[config.mk]
export PLATFORM = sky130hd
export DESIGN_NAME = eco_clock_out
export DESIGN_NICKNAME = d
export VERILOG_FILES = /design/src/hw/eco_half_stage.v /design/src/hw/eco_clock_out.v
export VERILOG_INCLUDE_DIRS = /design/src /design/src/shared
export SDC_FILE = /design/constraint.sdc
export NUM_CORES = 1
export LEC_CHECK = 0
export ABC_AREA = 0
export BUFFER_PORTS_ARGS = -buffer_cell sky130_fd_sc_hd__buf_2
export CAP_MARGIN = 20
export CORE_UTILIZATION = 44
export DETAILED_ROUTE_END_ITERATION = 6
export HOLD_SLACK_MARGIN = 0.05
export PLACE_DENSITY_LB_ADDON = 0.15
export SKIP_CTS_REPAIR_TIMING = 1
export SLEW_MARGIN = 10
export SYNTH_ARGS = -nofsm -noshare
export SYNTH_HDL_FRONTEND = slang
export SYNTH_HIERARCHICAL = 1
export SYNTH_SLANG_ARGS = --single-unit
[constraint.sdc]
create_clock -name clk_in -period 3.2 [get_ports clk_in]
set_input_delay 0 -clock clk_in [delete_from_list [all_inputs] [get_ports clk_in]]
set_output_delay 0 -clock clk_in [all_outputs]
set_load 0.02 [all_outputs]
[src/shared/eco_defines.vh]
// constants for the external clock output divider: field positions of the
// interface configuration word, reset values and rate encodings.
// assumes it is included by bare name from every design file that needs it.
`ifndef ECO_DEFINES_VH
`define ECO_DEFINES_VH

// configuration word layout
`define ECO_CFG_W            32
`define ECO_TIM_HI           18
`define ECO_TIM_LO           16
`define ECO_TIM_W            3
`define ECO_MODE_BIT         2
`define ECO_OFF_BIT          3

// timing ratio codes: full rate, half rate; the rest are treated as half
`define ECO_TIM_FULL         3'h0
`define ECO_TIM_HALF         3'h1

// reset values: half then half again gives the quarter rate, clock on
`define ECO_TIM_RST          3'h1
`define ECO_MODE_RST         1'h1
`define ECO_OFF_RST          1'h0

// reported rate of the output, as a divisor exponent of system_clock
`define ECO_RATE_FULL        2'h0
`define ECO_RATE_HALF        2'h1
`define ECO_RATE_QUARTER     2'h2
`define ECO_RATE_STOPPED     2'h3

// output pin levels
`define ECO_PIN_LOW          1'h0
`define ECO_PIN_HIGH         1'h1
`define ECO_OE_ON            1'h1

// divider depth and reset values of the remaining registers
`define ECO_STAGES           2
`define ECO_PHASE_RST        1'h0
`define ECO_PEND_RST         1'h0
`define ECO_RUN_RST          1'h1
`define ECO_RSV_RST          1'h0

`endif

[src/hw/eco_half_stage.v]
// one divider stage: passes every tick through, or every second tick.
// assumes tick_in comes from logic on the same clock; each cycle it is high is one tick, and it may stay high.
`timescale 1ns/100ps
`include "eco_defines.vh"

module eco_half_stage (
    input  wire clk_in,
    input  wire rst_in,
    input  wire clear_in,
    input  wire halve_in,
    input  wire tick_in,
    output wire tick_out
);

    reg  phase_q;
    wire phase_d;

    // phase flips on each incoming tick, cleared whenever a new setting is applied
    assign phase_d = clear_in ? `ECO_PHASE_RST : (tick_in ? ~phase_q : phase_q);

    always @(posedge clk_in) begin
        if (rst_in) begin
            phase_q <= `ECO_PHASE_RST;
        end else begin
            phase_q <= phase_d;
        end
    end

    // halving keeps only the ticks that land on the second phase
    assign tick_out = tick_in & (~halve_in | phase_q);

endmodule // eco_half_stage

[src/hw/eco_clock_out.v]
// external clock output divider: makes the external clock pin from the
// system clock at full, half or quarter rate, with a disable bit.
// assumes the configuration word and its write strobe come from register
// logic on clk_in; the pad turns ext_clock_out and its enable into the pin.
// the pin toggles on clk_in edges, so system_clock here is clk_in / 2.
// the pad enable stays on at all times, reset included.
`timescale 1ns/100ps
`include "eco_defines.vh"

// Function
// - pin runs at full, half or quarter
// - timing field and ratio bit pick rate
// - quarter rate after reset until reconfigured
// - disable bit set stops pin toggling
// - pin stays driven, never high-impedance
module eco_clock_out (
    input  wire                   clk_in,
    input  wire                   rst_in,
    input  wire                   cfg_write_in,
    input  wire [`ECO_CFG_W-1:0]  cfg_word_in,
    output wire                   ext_clock_out,
    output wire                   ext_clock_oe_out,
    output wire [1:0]             rate_code_out,
    output wire                   clock_running_out,
    output wire                   cfg_reserved_out
);

    // active configuration
    reg  [`ECO_TIM_W-1:0] tim_q;
    reg  [`ECO_TIM_W-1:0] tim_d;
    reg                   mode_q;
    reg                   mode_d;
    reg                   off_q;
    reg                   off_d;

    // a write waiting for the pin to reach low before it is applied;
    // only the last write before the apply counts
    reg  [`ECO_TIM_W-1:0] pend_tim_q;
    reg  [`ECO_TIM_W-1:0] pend_tim_d;
    reg                   pend_mode_q;
    reg                   pend_mode_d;
    reg                   pend_off_q;
    reg                   pend_off_d;
    reg                   pend_q;
    reg                   pend_d;

    // pin and status registers
    reg                   pin_q;
    reg                   pin_d;
    reg                   oe_q;
    reg  [1:0]            rate_q;
    reg  [1:0]            rate_d;
    reg                   run_q;
    reg                   run_d;
    reg                   rsv_q;
    reg                   rsv_d;

    // settings handshake and stage controls
    wire                  apply;
    wire                  stage1_halve;
    wire                  stage2_halve;
    wire                  tick2;
    wire                  base_tick;

    // halving request per stage and the tick chain between the stages:
    // entry 0 is the undivided tick, the last entry toggles the pin
    wire [`ECO_STAGES-1:0] stage_halve;
    wire [`ECO_STAGES:0]   tick_chain;

    // every clk_in edge is one system_clock half period
    assign base_tick = 1'h1;

    // a new setting takes effect only while the pin is low, so the external
    // logic never sees a runt high pulse when the ratio changes
    assign apply = pend_q & (pin_q == `ECO_PIN_LOW);

    // stage one: timing ratio selects full or half rate
    assign stage1_halve = (tim_q != `ECO_TIM_FULL);

    // stage two: ratio bit selects that rate or half of it
    assign stage2_halve = mode_q;

    // the first stage works on the raw tick, the second on its output
    assign stage_halve   = {stage2_halve, stage1_halve};
    assign tick_chain[0] = base_tick;
    assign tick2         = tick_chain[`ECO_STAGES];

    // cascade of halving stages; both phases restart together on a change,
    // so the first pin period after it is a whole one
    genvar g;
    generate
        for (g = 0; g < `ECO_STAGES; g = g + 1) begin : g_stage
            eco_half_stage u_stage (
                .clk_in   (clk_in),
                .rst_in   (rst_in),
                .clear_in (apply),
                .halve_in (stage_halve[g]),
                .tick_in  (tick_chain[g]),
                .tick_out (tick_chain[g+1])
            );
        end
    endgenerate

    // capture a software write; a later write replaces an unapplied one;
    // a write in the cycle of an apply is kept, never lost
    always @* begin
        pend_tim_d  = pend_tim_q;
        pend_mode_d = pend_mode_q;
        pend_off_d  = pend_off_q;
        pend_d      = pend_q;
        if (cfg_write_in) begin
            pend_tim_d  = cfg_word_in[`ECO_TIM_HI:`ECO_TIM_LO];
            pend_mode_d = cfg_word_in[`ECO_MODE_BIT];
            pend_off_d  = cfg_word_in[`ECO_OFF_BIT];
            pend_d      = 1'h1;
        end else if (apply) begin
            pend_d      = 1'h0;
        end
    end

    // move the waiting write into the active settings;
    // the stage phases restart in the same cycle
    always @* begin
        tim_d  = tim_q;
        mode_d = mode_q;
        off_d  = off_q;
        if (apply) begin
            tim_d  = pend_tim_q;
            mode_d = pend_mode_q;
            off_d  = pend_off_q;
        end
    end

    // pin toggles on each divided tick; when disabled it only falls;
    // an apply holds the pin low one cycle while the stages restart
    always @* begin
        pin_d = pin_q;
        if (off_q) begin
            pin_d = `ECO_PIN_LOW;
        end else if (apply) begin
            pin_d = `ECO_PIN_LOW;
        end else if (tick2) begin
            pin_d = ~pin_q;
        end
    end

    // status: rate now produced on the pin, stopped while disabled
    always @* begin
        if (off_q) begin
            rate_d = `ECO_RATE_STOPPED;
        end else begin
            case ({stage1_halve, stage2_halve})
                2'h0:    rate_d = `ECO_RATE_FULL;
                2'h1:    rate_d = `ECO_RATE_HALF;
                2'h2:    rate_d = `ECO_RATE_HALF;
                2'h3:    rate_d = `ECO_RATE_QUARTER;
                default: rate_d = `ECO_RATE_STOPPED;
            endcase
        end
    end

    // status: whether the pin toggles at all
    always @* begin
        run_d = ~off_q;
    end

    // status: the timing field holds a code with no rate of its own; such
    // codes act as the half code, the flag lets software spot the mistake
    always @* begin
        rsv_d = (tim_q != `ECO_TIM_FULL) && (tim_q != `ECO_TIM_HALF);
    end

    // configuration registers, reset to the quarter rate with clock on;
    // no write is pending after reset, so the quarter rate stands until one
    always @(posedge clk_in) begin
        if (rst_in) begin
            tim_q       <= `ECO_TIM_RST;
            mode_q      <= `ECO_MODE_RST;
            off_q       <= `ECO_OFF_RST;
            pend_tim_q  <= `ECO_TIM_RST;
            pend_mode_q <= `ECO_MODE_RST;
            pend_off_q  <= `ECO_OFF_RST;
            pend_q      <= `ECO_PEND_RST;
        end else begin
            tim_q       <= tim_d;
            mode_q      <= mode_d;
            off_q       <= off_d;
            pend_tim_q  <= pend_tim_d;
            pend_mode_q <= pend_mode_d;
            pend_off_q  <= pend_off_d;
            pend_q      <= pend_d;
        end
    end

    // pin and status registers; the enable stays on even in reset,
    // so the board never sees a floating clock line
    always @(posedge clk_in) begin
        if (rst_in) begin
            pin_q  <= `ECO_PIN_LOW;
            oe_q   <= `ECO_OE_ON;
            rate_q <= `ECO_RATE_QUARTER;
            run_q  <= `ECO_RUN_RST;
            rsv_q  <= `ECO_RSV_RST;
        end else begin
            pin_q  <= pin_d;
            oe_q   <= `ECO_OE_ON;
            rate_q <= rate_d;
            run_q  <= run_d;
            rsv_q  <= rsv_d;
        end
    end

    // every output comes straight from its register
    assign ext_clock_out     = pin_q;
    assign ext_clock_oe_out  = oe_q;
    assign rate_code_out     = rate_q;
    assign clock_running_out = run_q;
    assign cfg_reserved_out  = rsv_q;

endmodule // eco_clock_out

==> flow_metrics.tcl <==
set metrics [dict create \
    ios 41 \
    multi_input_area_um2 295 \
    synth-seq-cells 18 \
    nets 123 \
    p_leak_nw 0.375 \
    utilization_pct 60.5 \
    synthTopCellsByArea "dfxtp_1 (52%), mux2i_1 (8.7%), nor2_1 (6.0%)" \
    yosysTopAreaCellShare_pct 52.2 \
    grt.overflow.total 0 \
    seq_area_um2 360 \
    cp-start-kind "flop" \
    p_per_area_mw_per_mm2 519 \
    nFillCells 125 \
    postRouteAntennaNets 0 \
    finalNonFillerCells 101 \
    wirelength_mm 1.02 \
    critPathArrivalTime_ps 2020 \
    drive_above_1_share_pct 23.3 \
    cts_num_sinks 18 \
    grt_use_total_pct 13.2 \
    synthesis.area_um2 691 \
    grt_pass1_wl_mm 1.62 \
    die_h_um 41.6 \
    yosysUniqueCellTypes 23 \
    wl_met2_um 473 \
    hold_viol 0 \
    setup_viol 0 \
    min_period_ps 1790 \
    drtIter0Drc 3 \
    clk_latency_ps 290 \
    design_area_um2 836 \
    cts.clk_slew.worst_paths_ps 100 \
    required_ps 3420 \
    die_w_um 41.6 \
    final_min_period_over_clock_period_pct 56.1 \
    cp_max_fo 3 \
    maxSlewViolCount 0 \
    worstSetupEndpointType "flop" \
    synthToLayoutAreaGrowth_pct 21.0 \
    cts.path.max_buffers 2 \
    vias 479 \
    holdPathStages 3 \
    n_antenna_cell 0 \
    ir_worst_vdd_mv 0.328 \
    cts_made_buffers 3 \
    drt-met1-wl_um 469 \
    synth_top_area_cell "dfxtp_1" \
    r2r_cells 6 \
    rows 13 \
    yosys_warnings 6 \
    cts_tree "yes" \
    place_area_um2 749 \
    antenna_found_initial 0 \
    h-tree-depth 1 \
    synthCells 67 \
    clock_skew_ps 4.15 \
    gp_congestion 0.668 \
    avgSynthCellArea_um2 10.3 \
    final_common_cell "dfxtp_1" \
    dr.pass1.iters 2 \
    dpl.hpwl_um 702 \
    route.top_layer_used "met4" \
    routed_via_density 4.74 \
    placed_cells 92 \
    grt_max_degree 19 \
    drc 0 \
    crit_type "reg2reg" \
    cts-root-buf "clkbuf_4" \
    min_path_type "in2reg" \
    wire_per_inst_um 10.1 \
    grt_pass1_vias 395 \
    core-area_mm2 0.00138 \
    placement.io_buffers 12 \
    clock.fmax_ghz 0.557 \
    rsz0062_at_grt "no" \
    status "finished clean" \
    setup_tns_ps 0 \
    die_area_mm2 0.00173 \
    drv_cap 0 \
    yosysSeqAreaShare_pct 52.2 \
    most-common-layout-cells "dfxtp_1 (18), buf_2 (12), nor2_1 (11)" \
    start_util_pct 50.0 \
    wl_met3_um 52 \
]
## per-layer routing
layer / track usage (%) / up-vias
met4: 8.39 / 0
li1: - / 255
met2: 19.4 / 10
met5: 0 / -
met1: 14.2 / 210
met3: 7.83 / 4
## area by class of cell
type,instances,share of cell area [%]
inverters,4,1.80
flip-flops and latches,18,43.1
clock buffers,4,4.34
multi-input cells,43,35.3
repair buffers,17,13.2
well taps,15,2.25
## Yosys cell counts
cell type  instances
a211o_1            4
nand2b_4           1
and2_4             1
mux2i_1            6
buf_6              1
nor2b_1            2
ha_1               1
a21oi_1            2
a21boi_0           2
and2_0             1
buf_2              1
inv_1              4
nor2_1            11
nor3_2             2
conb_1             1
nor3_1             1
nand2b_1           1
dfxtp_1           18
clkbuf_1           1
nor3b_1            1
or3_1              2
xnor2_1            2
buf_4              1
## metrics by stage
step	total power [mW]	setup slack, ps	hold WS (ps)
detailed placement	0.297	1420	215
global placement	0.296	1470	208
CTS	0.437	1390	-100
global route	0.458	1250	53.2
finish	0.433	1410	57.6
floorplan	0.287	1620	70.9
## where the power goes
group | switching (mW) | internal (mW)
Clock | 0.0683 | 0.0694
Sequential | 0.00679 | 0.237
Combinational | 0.0254 | 0.0269
Total | 0.100 | 0.333
## path summary, 6_finish.rpt
check                                           start                      endpoint  slack [ps]
worst min register to register     off_q$_SDFFE_PP0P_  clock_running_out$_SDFF_PP1_         450
worst max register to register  tim_q[2]$_SDFFE_PP0P_    ext_clock_out$_SDFFE_PP0P_        1410
worst max-delay path            tim_q[2]$_SDFFE_PP0P_    ext_clock_out$_SDFFE_PP0P_        1410
worst min-delay path                     cfg_write_in           pend_q$_SDFFE_PP0P_          60
## worst max-delay path, stage by stage (launching register included)
cell and delay (ps):
dfxtp_1 330, or3_1 400, a21boi_0 280, a21boi_0 290, nor3b_1 230, a21oi_1 60, nor3_1 130
## registers in the layout, summed over array words and instances (netlist names), 2 cells and up
| register | flops |
|---|---|
| pend_tim_q | 3 |
| tim_q | 3 |
| g_stage.u_stage/phase_q | 2 |
| rate_code_out | 2 |
## kinds of logic after synthesis
| family | synth area share [%] |
|---|---|
| AOI/OAI and AO/OA | 8.69 |
| other | 0.543 |
| DFF | 52.2 |
| buffers and inverters | 6.16 |
| muxes | 8.70 |
| and+or+nand+nor | 19.4 |
| xor gates and xnor gates | 2.54 |
| adders and majority gates | 1.81 |
(Power assumes the default switching activity.)
